--- src/hw/lpw_pkg.sv ---
// shared constants for the low-power wake selector and radio domain gating
package lpw_pkg;

   // application core low-power states, one-hot
   typedef enum logic [6:0] {
      LPW_ACTIVE      = 7'h01,
      LPW_PERIPH_ONLY = 7'h02,
      LPW_LV_STANDBY  = 7'h04,
      LPW_WFI_STANDBY = 7'h08,
      LPW_SLEEP       = 7'h10,
      LPW_DEEP_SLEEP  = 7'h20,
      LPW_WAKING      = 7'h40
   } lpw_core_state_type;

   // requested core low-power state codes on core_state_req
   localparam logic [2:0] LPW_REQ_NONE        = 3'h0;
   localparam logic [2:0] LPW_REQ_PERIPH_ONLY = 3'h1;
   localparam logic [2:0] LPW_REQ_LV_STANDBY  = 3'h2;
   localparam logic [2:0] LPW_REQ_WFI_STANDBY = 3'h3;
   localparam logic [2:0] LPW_REQ_SLEEP       = 3'h4;
   localparam logic [2:0] LPW_REQ_DEEP_SLEEP  = 3'h5;

   // network processor modes on net_mode
   localparam logic [2:0] LPW_NET_ACTIVE      = 3'h0;
   localparam logic [2:0] LPW_NET_TRANSMIT    = 3'h1;
   localparam logic [2:0] LPW_NET_RECEIVE     = 3'h2;
   localparam logic [2:0] LPW_NET_LISTEN      = 3'h3;
   localparam logic [2:0] LPW_NET_ULP_RETAIN  = 3'h4;
   localparam logic [2:0] LPW_NET_ULP_NORET   = 3'h5;

   // wake source bit positions
   localparam int LPW_SRC_DEEP_SLEEP_TIMER = 0;
   localparam int LPW_SRC_WIRELESS         = 1;
   localparam int LPW_SRC_GPIO             = 2;
   localparam int LPW_SRC_COMPARATOR       = 3;
   localparam int LPW_SRC_SYSTEM_RTC       = 4;
   localparam int LPW_SRC_ALARM            = 5;
   localparam int LPW_SRC_SECONDS          = 6;
   localparam int LPW_SRC_MILLISECOND      = 7;
   localparam int LPW_SRC_WATCHDOG         = 8;
   localparam int LPW_SRC_SENSOR_COLLECTOR = 9;
   localparam int LPW_SRC_LOW_POWER_TIMER  = 10;
   localparam int LPW_SRC_NUM              = 11;

   // permit masks per state class
   localparam logic [10:0] LPW_PERMIT_ALWAYS  = 11'h1ff;
   localparam logic [10:0] LPW_PERMIT_PERIPH  = 11'h7ff;
   localparam logic [10:0] LPW_PERMIT_NONE    = 11'h000;

   // power domain vector bit positions
   localparam int LPW_DOM_BBP_TX    = 0;
   localparam int LPW_DOM_BBP_RX    = 1;
   localparam int LPW_DOM_BBP_PKT   = 2;
   localparam int LPW_DOM_AFE_TX    = 3;
   localparam int LPW_DOM_AFE_RX    = 4;
   localparam int LPW_DOM_AFE_PKT   = 5;
   localparam int LPW_DOM_RF_TX     = 6;
   localparam int LPW_DOM_RF_RX     = 7;
   localparam int LPW_DOM_NET_CPU   = 8;
   localparam int LPW_DOM_SECURITY  = 9;
   localparam int LPW_DOM_NUM       = 10;

   localparam logic [9:0] LPW_DOM_ALL      = 10'h3ff;
   localparam logic [9:0] LPW_DOM_TRANSMIT = 10'h36d;
   localparam logic [9:0] LPW_DOM_RECEIVE  = 10'h3b6;
   localparam logic [9:0] LPW_DOM_LISTEN   = 10'h392;
   localparam logic [9:0] LPW_DOM_ULP      = 10'h000;

   // domain vector after reset: network processor active
   localparam logic [9:0] LPW_DOM_RESET    = 10'h3ff;

endpackage : lpw_pkg

--- src/hw/lpw_wake_selector.sv ---
// wake qualification for the core and power domain gating for the network processor
`timescale 1ns/1ps
`default_nettype none

// Operation
// - Always-on sources wake the core from every listed low-power state except wait-for-interrupt standby.
// - Sensor collector and low-power timer wake only peripheral-only and low-voltage standby states.
// - Detector and peripheral interrupts never wake from low-voltage standby, sleep or deep sleep.
// - Network active state powers every network processor domain.
// - Transmit mode powers everything except receive sections of baseband, front ends.
// - Receive mode turns off transmit sections of baseband and both front ends.
// - Listen additionally gates packet parts of baseband and analog front end.
// - Ultra-low-power turns off modem, network processor, security; power unit rules rest.
// - Retaining variant holds network RAM and execution state through sleep.
// - Non-retaining variant drops RAM; wake starts from fresh uninitialised condition.
// - Wait-for-interrupt standby wakes on any interrupt.
// - Only enabled sources leave low-voltage standby, sleep or shutdown.
module lpw_wake_selector
   import lpw_pkg::*;
#(
   parameter int NUM_IRQ = 32
) (
   // clock and reset
   input  wire logic                     sys_clk,
   input  wire logic                     rst_b,
   // core power state control from power management logic
   input  wire logic [2:0]               core_state_req,
   input  wire logic                     core_state_load,
   input  wire logic [LPW_SRC_NUM-1:0]   wake_enable,
   // asynchronous wake event sources
   input  wire logic [LPW_SRC_NUM-1:0]   wake_source,
   input  wire logic [NUM_IRQ-1:0]       core_irq,
   // network processor mode control
   input  wire logic [2:0]               net_mode,
   // core wake outputs
   output logic                          wake_req,
   output logic [LPW_SRC_NUM-1:0]        wake_cause,
   output lpw_core_state_type            core_state,
   // network processor domain outputs
   output logic [LPW_DOM_NUM-1:0]        net_domain_on,
   output logic                          net_ram_retain,
   output logic                          net_cold_start,
   output logic                          pmu_owns_chip
);

   // elaboration checks; the package masks are sized for these counts,
   // so a different source or domain count would silently misalign them
   if (NUM_IRQ < 1) begin : g_check_irq
      $error("NUM_IRQ must be at least 1");
   end
   if (LPW_SRC_NUM != 11) begin : g_check_src
      $error("wake source count does not match the permit masks");
   end
   if (LPW_DOM_NUM != 10) begin : g_check_dom
      $error("domain count does not match the domain masks");
   end

   // two-stage synchronisers, one pass per line; only the second stage
   // feeds logic, the first may still be settling
   wire [LPW_SRC_NUM-1:0] src_sync;
   wire [NUM_IRQ-1:0]     irq_sync;

   for (genvar i = 0; i < LPW_SRC_NUM; i++) begin : g_src_sync
      logic meta;
      logic sync;

      always_ff @(posedge sys_clk or negedge rst_b) begin
         if (!rst_b) begin
            meta <= 1'b0;
            sync <= 1'b0;
         end else begin
            meta <= wake_source[i];
            sync <= meta;
         end
      end

      assign src_sync[i] = sync;
   end

   for (genvar j = 0; j < NUM_IRQ; j++) begin : g_irq_sync
      logic meta;
      logic sync;

      always_ff @(posedge sys_clk or negedge rst_b) begin
         if (!rst_b) begin
            meta <= 1'b0;
            sync <= 1'b0;
         end else begin
            meta <= core_irq[j];
            sync <= meta;
         end
      end

      assign irq_sync[j] = sync;
   end

   // permitted sources for the present state
   // sleep and deep sleep share one set; the two peripheral-class sources stay out
   logic [LPW_SRC_NUM-1:0] permit;
   always_comb begin
      case (core_state)
         LPW_PERIPH_ONLY: permit = LPW_PERMIT_PERIPH;
         LPW_LV_STANDBY:  permit = LPW_PERMIT_PERIPH;
         LPW_SLEEP:       permit = LPW_PERMIT_ALWAYS;
         LPW_DEEP_SLEEP:  permit = LPW_PERMIT_ALWAYS;
         default:         permit = LPW_PERMIT_NONE;
      endcase
   end

   wire [LPW_SRC_NUM-1:0] qualified = src_sync & wake_enable & permit;
   wire                   any_irq   = |irq_sync;
   // wfi standby listens to the interrupt lines only; wake_source has no say there
   wire                   wfi_wake  = (core_state == LPW_WFI_STANDBY) && any_irq;
   wire                   src_wake  = |qualified;

   // state request decode
   lpw_core_state_type req_state;
   always_comb begin
      case (core_state_req)
         LPW_REQ_PERIPH_ONLY: req_state = LPW_PERIPH_ONLY;
         LPW_REQ_LV_STANDBY:  req_state = LPW_LV_STANDBY;
         LPW_REQ_WFI_STANDBY: req_state = LPW_WFI_STANDBY;
         LPW_REQ_SLEEP:       req_state = LPW_SLEEP;
         LPW_REQ_DEEP_SLEEP:  req_state = LPW_DEEP_SLEEP;
         default:             req_state = LPW_ACTIVE;
      endcase
   end

   // core state machine; waking holds one cycle so the pulse is clean
   lpw_core_state_type next_core_state;
   always_comb begin
      case (core_state)
         LPW_ACTIVE:
            next_core_state = core_state_load ? req_state : LPW_ACTIVE;
         LPW_PERIPH_ONLY, LPW_LV_STANDBY, LPW_SLEEP, LPW_DEEP_SLEEP:
            next_core_state = src_wake ? LPW_WAKING : core_state;
         LPW_WFI_STANDBY:
            next_core_state = wfi_wake ? LPW_WAKING : LPW_WFI_STANDBY;
         LPW_WAKING:
            next_core_state = LPW_ACTIVE;
         default:
            next_core_state = LPW_ACTIVE;
      endcase
   end

   // the pulse and the waking state rise on the same edge
   wire next_wake_req = (next_core_state == LPW_WAKING);

   always_ff @(posedge sys_clk or negedge rst_b) begin
      if (!rst_b) begin
         core_state <= LPW_ACTIVE;
      end else begin
         core_state <= next_core_state;
      end
   end

   // cause is captured with the pulse and held, so it can be read late
   always_ff @(posedge sys_clk or negedge rst_b) begin
      if (!rst_b) begin
         wake_req   <= 1'b0;
         wake_cause <= '0;
      end else begin
         wake_req   <= next_wake_req;
         if (next_wake_req)
            wake_cause <= qualified;
      end
   end

   // network processor domain gating
   logic [LPW_DOM_NUM-1:0] next_domain;
   always_comb begin
      case (net_mode)
         LPW_NET_ACTIVE:     next_domain = LPW_DOM_ALL;
         LPW_NET_TRANSMIT:   next_domain = LPW_DOM_TRANSMIT;
         LPW_NET_RECEIVE:    next_domain = LPW_DOM_RECEIVE;
         LPW_NET_LISTEN:     next_domain = LPW_DOM_LISTEN;
         LPW_NET_ULP_RETAIN: next_domain = LPW_DOM_ULP;
         LPW_NET_ULP_NORET:  next_domain = LPW_DOM_ULP;
         default:            next_domain = LPW_DOM_ALL;
      endcase
   end

   // network mode decode
   wire net_is_retain   = (net_mode == LPW_NET_ULP_RETAIN);
   wire net_is_noret    = (net_mode == LPW_NET_ULP_NORET);
   wire net_in_ulp      = net_is_retain || net_is_noret;
   wire next_ram_retain = !net_is_noret;

   // cold start flag: set in the non-retaining sleep, kept through a hop to the
   // retaining one, and spent on the first cycle outside sleep
   logic net_lost_state;
   wire  next_lost_state = net_is_noret ? 1'b1 :
                           net_in_ulp   ? net_lost_state : 1'b0;

   always_ff @(posedge sys_clk or negedge rst_b) begin
      if (!rst_b) begin
         net_domain_on  <= LPW_DOM_RESET;
         net_ram_retain <= 1'b1;
         pmu_owns_chip  <= 1'b0;
      end else begin
         net_domain_on  <= next_domain;
         net_ram_retain <= next_ram_retain;
         pmu_owns_chip  <= net_in_ulp;
      end
   end

   // leaving sleep for any mode, not only active, still needs the restart
   always_ff @(posedge sys_clk or negedge rst_b) begin
      if (!rst_b) begin
         net_lost_state <= 1'b0;
         net_cold_start <= 1'b0;
      end else begin
         net_lost_state <= next_lost_state;
         // one-cycle pulse on leaving the non-retaining sleep
         net_cold_start <= net_lost_state && !net_in_ulp;
      end
   end

endmodule : lpw_wake_selector

`default_nettype wire

--- config.mk ---
export PLATFORM = sky130hd
export DESIGN_NAME = lpw_wake_selector
export DESIGN_NICKNAME = d
export VERILOG_FILES = /design/src/hw/lpw_pkg.sv /design/src/hw/lpw_wake_selector.sv
export SDC_FILE = /design/constraint.sdc
export NUM_CORES = 1
export LEC_CHECK = 0
export BUFFER_PORTS_ARGS = -buffer_cell sky130_fd_sc_hd__buf_2
export CORE_MARGIN = 4
export CORE_UTILIZATION = 51
export DETAILED_ROUTE_END_ITERATION = 16
export HOLD_SLACK_MARGIN = 0.15
export PLACE_DENSITY_LB_ADDON = 0.08
export SYNTH_ARGS = -nofsm -noshare
export SYNTH_HDL_FRONTEND = slang
export SYNTH_SLANG_ARGS = --single-unit
--- constraint.sdc ---
create_clock -name sys_clk -period 1.85 [get_ports sys_clk]
set_clock_uncertainty 0.05 [all_clocks]
set_input_delay 0 -clock sys_clk [delete_from_list [all_inputs] [get_ports sys_clk]]
set_output_delay 0 -clock sys_clk [all_outputs]
set_load 0.03 [all_outputs]
==> results.json, run 1 <==
{
  "post_cts_buffers": 0,
  "clk_path_buf_depth": 2,
  "yosysSeqAreaShare_pct": 82.0,
  "cts_inserted_buffers": 17,
  "cts_resized": 1,
  "port_buffers": 94,
  "place.gp.congestion": 0.793,
  "yosys.area.top_type": "dfrtp_1",
  "synth_area_leaders": "dfrtp_1, dfstp_2, a32o_1",
  "syn_area_per_cell_um2": 17.2,
  "num_rows": 29,
  "tool.error": "[ERROR RSZ-0060] Max buffer count reached.",
  "yosys_warnings": 0,
  "haltStage": "4_1_cts",
  "cts_sinks": 113,
  "synthDominantCellAreaShare_pct": 77.5,
  "place_area_um2": 4030,
  "ys_seq_elements": 113,
  "die_h_um": 90.3,
  "ctsHoldBuffers": 101,
  "netlist_instances": 201,
  "ios": 95,
  "htreeDepth": 4,
  "synth_area_um2": 3460,
  "ys_types": 32,
  "start_util_pct": 53.5,
  "die_w_um": 90.3,
  "syn-num-nets": 264,
  "cts-root-buf": "clkbuf_8",
  "dp_hpwl_um": 4050,
  "status": "stopped before the end"
}
cells in the mapped netlist (all sizes together):
cell / n
nand2: 7
a222oi: 1
inv: 4
and2: 1
a21oi: 2
nand4: 2
xnor2: 1
a32o: 12
nor3: 3
o21a: 1
nand2b: 1
and4b: 2
nor4: 10
a22o: 4
dfstp: 6
o21ai: 3
nand3: 3
buf: 8
nor2: 9
xor2: 2
and3: 1
o21bai: 1
nor3b: 2
a221oi: 1
nor2b: 2
dfrtp: 107
a22oi: 5
metrics by stage:
| stage | worst slack (ps) | hold WS (ps) | util, % | instances |
|---|---|---|---|---|
| after floorplan | 130 | -346 | - | 201 |
| after detailed placement | 6.73 | -7.18 | 62.4 | 371 |
| after global placement | 82.5 | -8.08 | 62.4 | 371 |
kinds of logic after synthesis:
kind of cell | after synthesis | share of synthesized area, %
AO/OA/AOI/OAI | 30 | 7.46
XOR/XNOR | 3 | 0.760
buffers and inverters | 12 | 2.21
flip-flops | 113 | 82.0
AND/OR/NAND/NOR | 43 | 7.56
==> run 2, diff against run 1 <==
CORE_UTILIZATION = 40   (was 51)
HOLD_SLACK_MARGIN = not set   (was 0.15)
PLACE_DENSITY_LB_ADDON = 0.15   (was 0.08)
==> run 2 against run 1 <==
Net effect:
- the run now ends clean
- area after synthesis did not move
- synthesized cell count did not move
==> results.json, run 2 <==
{
  "status": "finished, final reports clean",
  "syn_to_final_growth_pct": 55.3,
  "place_area_um2": 4090,
  "ys_seq_elements": 113,
  "period_share_pct": 98.1,
  "start_util_pct": 41.7,
  "synth-edff-count": 0,
  "place.gp.congestion": 0.751,
  "timing.rr.start": "g_irq_sync[9].sync",
  "hold_viol": 0,
  "antenna_found_initial": 0,
  "ios": 95,
  "synth_commonest_cells": "dfrtp_1, a32o_1, nor2_1, nand2_1",
  "grt.busiest_layer": "met2",
  "yosys_most_used_dff": "dfrtp_1",
  "largest_registers": "g_irq_sync.meta: 32 flops, g_irq_sync.sync: 32 flops",
  "slowest_delay_ps": 370,
  "reg2reg_slack_ps": 40,
  "globalRouteMet3Util_pct": 6.51,
  "netlist_instances": 201,
  "finalPower_mw": 6.80,
  "stdcell_area_um2": 5370,
  "synth_area_leaders": "dfrtp_1, dfstp_2, a32o_1",
  "firstDrtPassIters": 4,
  "viasPerCell": 4.60,
  "tightest_slew_ps": 396,
  "cts_inserted_buffers": 17,
  "yosys.area.top_type": "dfrtp_1",
  "cap_viol_max_count": 0,
  "powerDensity_nw_per_um2": 1270,
  "cp-end-kind": "flip-flop",
  "grt_remaining_overflow": 0,
  "worst_r2r_path_depth": 6,
  "clk_path_buf_depth": 2,
  "drcViolationCount": 0,
  "critPathArrivalTime_ps": 2190,
  "setup-tns-final_ps": 0,
  "fp.dieArea_um2": 10200,
  "via_count": 2301,
  "slew_headroom_pct": 73.6,
  "p_leak_nw": 2.56,
  "clock_latency_ps": 490,
  "drive_gt1_share_pct": 38.5,
  "wl_per_cell_um": 14.3,
  "fin_nets": 445,
  "synth_most_common_cell": "dfrtp_1",
  "core_area_um2": 8300,
  "ys_types": 32,
  "grt_pass1_wl_um": 12000,
  "cp-start-kind": "flip-flop",
  "cts-root-buf": "clkbuf_8",
  "hold-worst-slack_ps": 5.21,
  "cts_tree": "yes",
  "syn-num-nets": 264,
  "final_cell_mix": "dfrtp_1, buf_2, dlygate4sd3_1, clkbuf_16, a32o_1",
  "syn_area_per_cell_um2": 17.2,
  "slowest_stage": "dfrtp_1",
  "yosys_warnings": 0,
  "async_reset_ff_share_pct": 100,
  "die_w_um": 101,
  "synth_area_um2": 3460,
  "dp_hpwl_um": 4360,
  "cts_sinks": 113,
  "timing.hold.worst.class": "input pin to asynchronous set/reset pin",
  "use_met1_pct": 18.3,
  "vdd_drop_max_mv": 0.747,
  "regToRegEndpoint": "wake_cause[3]",
  "htreeDepth": 4,
  "n_fill_cell": 598,
  "grt.total_usage_pct": 15.7,
  "first_iter_violations": 84,
  "cts.clk_slew.worst_paths_ps": 60,
  "num_rows": 33,
  "critPathKind": "flip-flop to flip-flop",
  "slew_viol_final": 0,
  "ant_nets": 0,
  "port_buffers": 94,
  "synthDominantCellAreaShare_pct": 77.5,
  "wl_um": 7150,
  "rsz0062_at_grt": "yes",
  "final_common_cell": "dfrtp_1",
  "finalSetupViolations": 0,
  "crit_chain": "nor4_2, nand4_1, o21a_1, a221oi_2, buf_4, a32o_1",
  "yosysSeqAreaShare_pct": 82.0,
  "required_ps": 2220,
  "use_met2_pct": 25.5,
  "antenna_cells": 0,
  "fmax_mhz": 551,
  "path_max_fanout": 11,
  "period_needed_ps": 1810,
  "grt_pass1_vias": 2573,
  "die_h_um": 101,
  "grt_max_degree": 58
}
run 2: cell counts after synthesis:
No cell type changed its count.
run 2: routing by layer:
metal	share of wire (%)	vias up
met5	0	-
met4	2.4	0
li1	-	1078
met1	40	1128
met3	5.6	15
met2	52	80
run 2: repair_timing:
action | CTS | global route
gates resized for setup | 2 | 9
cloned | 0 | 0
hold buffers | 66 | 0
endpoints found under the setup margin | 11 | 13
hold endpoints to repair | 181 | 0
buffers inserted | 0 | 1
pin swaps | 1 | 3
run 2: where the power goes:
group,switching [mW],internal (mW)
clock network,1.04,1.92
registers,0.118,2.69
logic,0.578,0.454
run 2: metrics by stage:
step / setup slack [ps] / instances / util (%)
CTS: 4.96 / 499 / 64.2
floorplan: 130 / 201 / -
finish: 35.6 / 500 / 64.7
detailed placement: -57.6 / 401 / 49.3
global placement: -13.3 / 401 / 49.3
global route: -47.9 / 500 / 64.7
run 2: cell type report:
| cell class | instances | area (µm²) | share of cell area, % |
|---|---|---|---|
| Timing Repair Buffer | 170 | 1240 | 23.0 |
| Clock buffer | 24 | 480 | 8.95 |
| Clock inverter | 8 | 81.3 | 1.51 |
| Inverter | 4 | 15.0 | 0.280 |
| Sequential cell | 113 | 2840 | 52.8 |
| Multi-Input combinational cell | 76 | 589 | 11.0 |
| Tap cell | 105 | 131 | 2.45 |
run 2: how the worst max path moves through the flow:
stage | from | endpoint
after floorplan | core_state[0] | wake_cause[2]
after CTS | g_irq_sync[25].sync | wake_cause[3]
after global placement | g_irq_sync[9].sync | wake_cause[5]
after detailed placement | g_irq_sync[9].sync | wake_cause[1]
after global routing | g_irq_sync[9].sync | wake_cause[0]
final | g_irq_sync[9].sync | wake_cause[3]
run 2: worst max-delay path: cells and delay by family (launching register included):
| family | cells | cell delay [ps] |
|---|---|---|
| compound gates | 3 | 570 |
| buf+inv | 1 | 230 |
| flops | 1 | 370 |
| simple gates | 2 | 520 |
run 2: kinds of logic after synthesis:
family                    synth area share [%]
AOI/OAI and AO/OA                         7.46
buffers and inverters                     2.21
xor gates and xnor gates                 0.760
DFF                                       82.0
and+or+nand+nor                           7.56
Note: power is estimated with default switching activity, not from simulation.
==> run 3, diff against run 2 <==
GPL_TIMING_DRIVEN = 0   (was not set)
==> run 3 against run 2 <==
Net effect:
- count of clock-buffer cells in the layout fell by 3
- first-iteration DRC count is 33% higher
- global-route usage is 0.47 points lower
- die area unchanged
- cell count stayed put
- highest routed layer unchanged
==> results.json, run 3 (synthesis gave the netlist of run 2 again) <==
{
  "status": "finished, final reports clean",
  "ios": 95,
  "cts_inserted_buffers": 17,
  "die_w_um": 101,
  "wl_um": 6990,
  "cts_sinks": 113,
  "critPathKind": "flip-flop to flip-flop",
  "grt_max_degree": 60,
  "cellInternalPower_mw": 5.14,
  "rsz0062_at_grt": "yes",
  "start_util_pct": 41.7,
  "die_h_um": 101,
  "cp-end-kind": "flip-flop",
  "final_common_cell": "dfrtp_1",
  "place_area_um2": 4090,
  "antenna_found_initial": 0,
  "viasPerCell": 4.58,
  "num_rows": 33,
  "ant_nets": 0,
  "slew_viol_final": 0,
  "grt_remaining_overflow": 0,
  "slowest_delay_ps": 390,
  "fmax_mhz": 551,
  "path_max_fanout": 10,
  "period_needed_ps": 1810,
  "dp_hpwl_um": 4240,
  "cts.clk_slew.worst_paths_ps": 50,
  "wl_per_cell_um": 14.0,
  "stdcell_area_um2": 5410,
  "crit_chain": "a222oi_1, nand3_1, a221oi_4, buf_6, a32o_1",
  "timing.hold.worst.class": "input pin to asynchronous set/reset pin",
  "cp-start-kind": "flip-flop",
  "cap_viol_max_count": 0,
  "grt_pass1_wl_um": 11600,
  "final_cell_mix": "dfrtp_1, buf_2, dlygate4sd3_1, clkbuf_16",
  "period_share_pct": 98.1,
  "via_count": 2290,
  "power.switching_mw": 1.73,
  "cts_tree": "yes",
  "slowest_stage": "a222oi_1",
  "drive_gt1_share_pct": 40.0,
  "grt.total_usage_pct": 15.2,
  "finalSetupViolations": 0,
  "core_area_um2": 8300,
  "syn_to_final_growth_pct": 56.5,
  "drcViolationCount": 0,
  "antenna_cells": 0,
  "path_buf_inv": 1,
  "htreeDepth": 4,
  "first_iter_violations": 112,
  "critPathArrivalTime_ps": 2190,
  "tightest_slew_ps": 670,
  "n_fill_cell": 579,
  "grt_pass1_vias": 2437,
  "cp_top_family": "compound AO/OA/AOI/OAI gates",
  "firstDrtPassIters": 5,
  "port_buffers": 94,
  "fp.dieArea_um2": 10200,
  "fin_nets": 447,
  "largest_registers": "g_irq_sync.meta: 32 flops, g_irq_sync.sync: 32 flops",
  "p_leak_nw": 2.57,
  "slew_headroom_pct": 55.3,
  "swShare_pct": 25.2,
  "setup-tns-final_ps": 0,
  "required_ps": 2230,
  "place.gp.congestion": 0.740,
  "seqPwrFrac_pct": 40.9,
  "vdd_drop_max_mv": 0.797,
  "clk_path_buf_depth": 2,
  "combPwrFrac_pct": 15.1,
  "clockPowerShare_pct": 44.0,
  "clock_latency_ps": 490,
  "cts-root-buf": "clkbuf_8",
  "hold_viol": 0,
  "finalPower_mw": 6.87,
  "powerDensity_nw_per_um2": 1270
}
## run 3: final cells by class
cell class / count / area, µm² / area share [%]
inverter: 4 / 15.0 / 0.277
clock inverter: 9 / 109 / 2.01
sequential: 113 / 2840 / 52.4
tap: 105 / 131 / 2.43
multi-input combinational: 76 / 618 / 11.4
clock buffer: 21 / 459 / 8.49
timing repair buffer: 164 / 1180 / 21.8
buffer: 8 / 61.3 / 1.13
## run 3: power by group through the flow
stage,Combinational (mW),Clock (mW),Sequential (mW)
floorplan,0.310,0,3.03
global placement,0.826,0,2.83
detailed placement,0.841,0,2.83
CTS,0.986,3.09,2.80
global route,1.12,3.24,2.84
finish,1.04,3.02,2.81
## run 3: timing repair
item                                    CTS  global route
pin swaps                                 0             4
hold buffers                             66             0
endpoints found under the setup margin   13            18
buffers inserted                          1             3
endpoints found under the hold margin   180             0
gates resized for setup                   3            11
## run 3: path summary, 6_finish.rpt
check                                          from             endpoint  slack, ps  depth (start not counted)
worst max-delay path             g_src_sync[3].sync        wake_cause[6]         40                          5
worst min-delay path                          rst_b  g_irq_sync[28].sync         40                          2
worst max register to register   g_src_sync[3].sync        wake_cause[6]         40                          5
worst min register to register  g_src_sync[10].meta  g_src_sync[10].sync        290                          0
max in group asynchronous                     rst_b        core_state[0]        970                          3
min in group sys_clk                   core_irq[14]  g_irq_sync[14].meta         90                          2
## run 3: through the flow
step	worst slack [ps]	utilization, %	instances	hold slack [ps]
floorplan	130	-	201	-346
global placement	-488	48.9	400	57.1
detailed placement	-157	49.3	401	26.0
CTS	0.0131	64.5	498	41.6
global route	-58.8	65.2	500	72.9
finish	35.0	65.2	500	44.6
## run 3: layer usage
| metal | track usage (%) | part of all wire (%) | up-vias |
|---|---|---|---|
| li1 | - | - | 1080 |
| met5 | 0 | 0 | - |
| met3 | 5.95 | 5.6 | 5 |
| met2 | 25.0 | 53 | 74 |
| met1 | 18.5 | 41 | 1131 |
| met4 | 4.91 | 0.77 | 0 |
==> run 4, diff against run 3 <==
CTS_BUF_LIST = sky130_fd_sc_hd__clkbuf_16   (was not set)
SETUP_SLACK_MARGIN = 0.4   (was not set)
==> run 4 against run 3 <==
Net effect:
- cell count grew 0.60%
- clock power grew 5%
- fmax grew 0.59%
- hold slack gained 120 ps
- first-iteration DRC count shrank 30%
- count of clock-buffer cells in the layout shrank 4
- routed wire length grew 3.7%
- via count grew 0.26%
- worst setup slack gained 11 ps
- die area is the same
- largest cell class unchanged
- largest power group unchanged
==> results.json, run 4 (synthesis gave the netlist of run 2 again) <==
{
  "path_buf_inv": 1,
  "multi_input_area_um2": 712,
  "core_area_um2": 8300,
  "fp.dieArea_um2": 10200,
  "first_iter_violations": 78,
  "regToRegEndpoint": "wake_cause[4]",
  "fmax_mhz": 554,
  "via_count": 2296,
  "antenna_cells": 0,
  "final_common_cell": "dfrtp_1",
  "wl_um": 7240,
  "vdd_drop_max_mv": 0.660,
  "cp-end-kind": "flip-flop",
  "start_util_pct": 41.7,
  "grt_remaining_overflow": 0,
  "slowest_stage": "dfrtp_1",
  "wl_per_cell_um": 14.4,
  "seq_area_um2": 2840,
  "hold_viol": 0,
  "grt_pass1_vias": 2454,
  "num_rows": 33,
  "ios": 95,
  "n_fill_cell": 581,
  "crit_chain": "nor4_4, nand4_1, o21a_1, a221oi_4, buf_6, a32o_1",
  "place.gp.congestion": 0.766,
  "status": "finished, final reports clean",
  "rsz0062_at_grt": "yes",
  "final_cell_mix": "dfrtp_1, buf_2, dlygate4sd3_1, clkbuf_16, a32o_1",
  "cp-start-kind": "flip-flop",
  "fin_nets": 448,
  "grt.total_usage_pct": 15.6,
  "period_needed_ps": 1800,
  "finalSetupViolations": 0,
  "worstSetupPathDepth": 6,
  "cts_sinks": 113,
  "finalPower_mw": 7.14,
  "period_share_pct": 97.5,
  "dp_cells": 401,
  "grt_pass1_wl_um": 11800,
  "fin_util_pct": 67.2,
  "drive_gt1_share_pct": 43.5,
  "clock_latency_ps": 400,
  "timing.hold.worst.class": "input pin to asynchronous set/reset pin",
  "cap_viol_max_count": 0,
  "fin_cells": 503,
  "cts.clk_slew.worst_paths_ps": 50,
  "slew_headroom_pct": 51.8,
  "cp-endpoint": "wake_cause[4]",
  "crit_start": "g_irq_sync[2].sync",
  "path_max_fanout": 10,
  "antenna_found_initial": 0,
  "reg2reg_slack_ps": 50,
  "cts_tree": "yes",
  "slowest_delay_ps": 390,
  "tightest_slew_ps": 724,
  "syn_to_final_growth_pct": 61.3,
  "grt_max_degree": 60,
  "hold-worst-slack_ps": 160,
  "cts-root-buf": "clkbuf_16",
  "cts_inserted_buffers": 17,
  "timing.rr.start": "g_irq_sync[2].sync",
  "setup-tns-final_ps": 0,
  "powerDensity_nw_per_um2": 1280,
  "ant_nets": 0,
  "firstDrtPassIters": 5,
  "cp_top_family": "compound AO/OA/AOI/OAI gates",
  "critPathKind": "flip-flop to flip-flop",
  "p_leak_nw": 2.61,
  "htreeDepth": 4,
  "die_w_um": 101,
  "clk_path_buf_depth": 2,
  "required_ps": 2130,
  "largest_registers": "g_irq_sync.meta: 32 flops, g_irq_sync.sync: 32 flops",
  "port_buffers": 94,
  "viasPerCell": 4.56,
  "critPathArrivalTime_ps": 2090,
  "slew_viol_final": 0,
  "die_h_um": 101,
  "worst_r2r_path_depth": 6,
  "drcViolationCount": 0,
  "dp_hpwl_um": 4290
}
[run 4: worst min-delay path by stage]
stage               slack, ps    startpoint                  end  depth (start not counted)
finish                    160         rst_b  g_irq_sync[30].sync                          2
global route              180  core_irq[26]  g_irq_sync[26].meta                          2
CTS                       170         rst_b  g_irq_sync[30].sync                          2
detailed placement         50         rst_b  g_irq_sync[30].sync                          1
global placement           60   core_irq[7]   g_irq_sync[7].meta                          1
floorplan                -350         rst_b        core_state[1]                          0
[run 4: timing repair]
item                                    CTS  global route
setup buffers                             3             1
hold buffers                             65             0
hold endpoints to repair                120             0
pin swaps                                 7            11
endpoints found under the setup margin   19            19
resized for setup                         9            15
gates cloned                              0             1
[run 4: through the flow]
step | instance area [µm²] | worst slack, ps
final | 5580 | 45.7
after global routing | 5580 | -66.4
after CTS | 5470 | 11.7
after detailed placement | 4140 | -81.1
after global placement | 4110 | -656
after floorplan | 3510 | 199
[run 4: final cells by class]
cell class                      count  share of cell area (%)
Timing Repair Buffer              165                    21.7
Clock buffer                       17                    7.63
Sequential cell                   113                    51.0
Buffer                              8                    1.28
Multi-Input combinational cell     76                    12.8
Tap cell                          105                    2.36
Clock inverter                     15                    3.05
Inverter                            4                   0.269
[run 4: where the power goes]
| part | internal (mW) | total [mW] | switching [mW] |
|---|---|---|---|
| combinational | 0.493 | 1.13 | 0.637 |
| clock | 2.10 | 3.18 | 1.08 |
| sequential | 2.69 | 2.83 | 0.135 |
[run 4: routing by layer]
layer | part of all wire (%) | wire length [µm] | GRT usage, % | vias to the layer above
li1 | - | - | - | 1088
met4 | 1.2 | 89 | 6.13 | 0
met3 | 3.9 | 286 | 5.33 | 8
met1 | 42 | 3050 | 19.0 | 1142
met5 | 0 | 0 | 0 | -
met2 | 53 | 3820 | 25.7 | 58
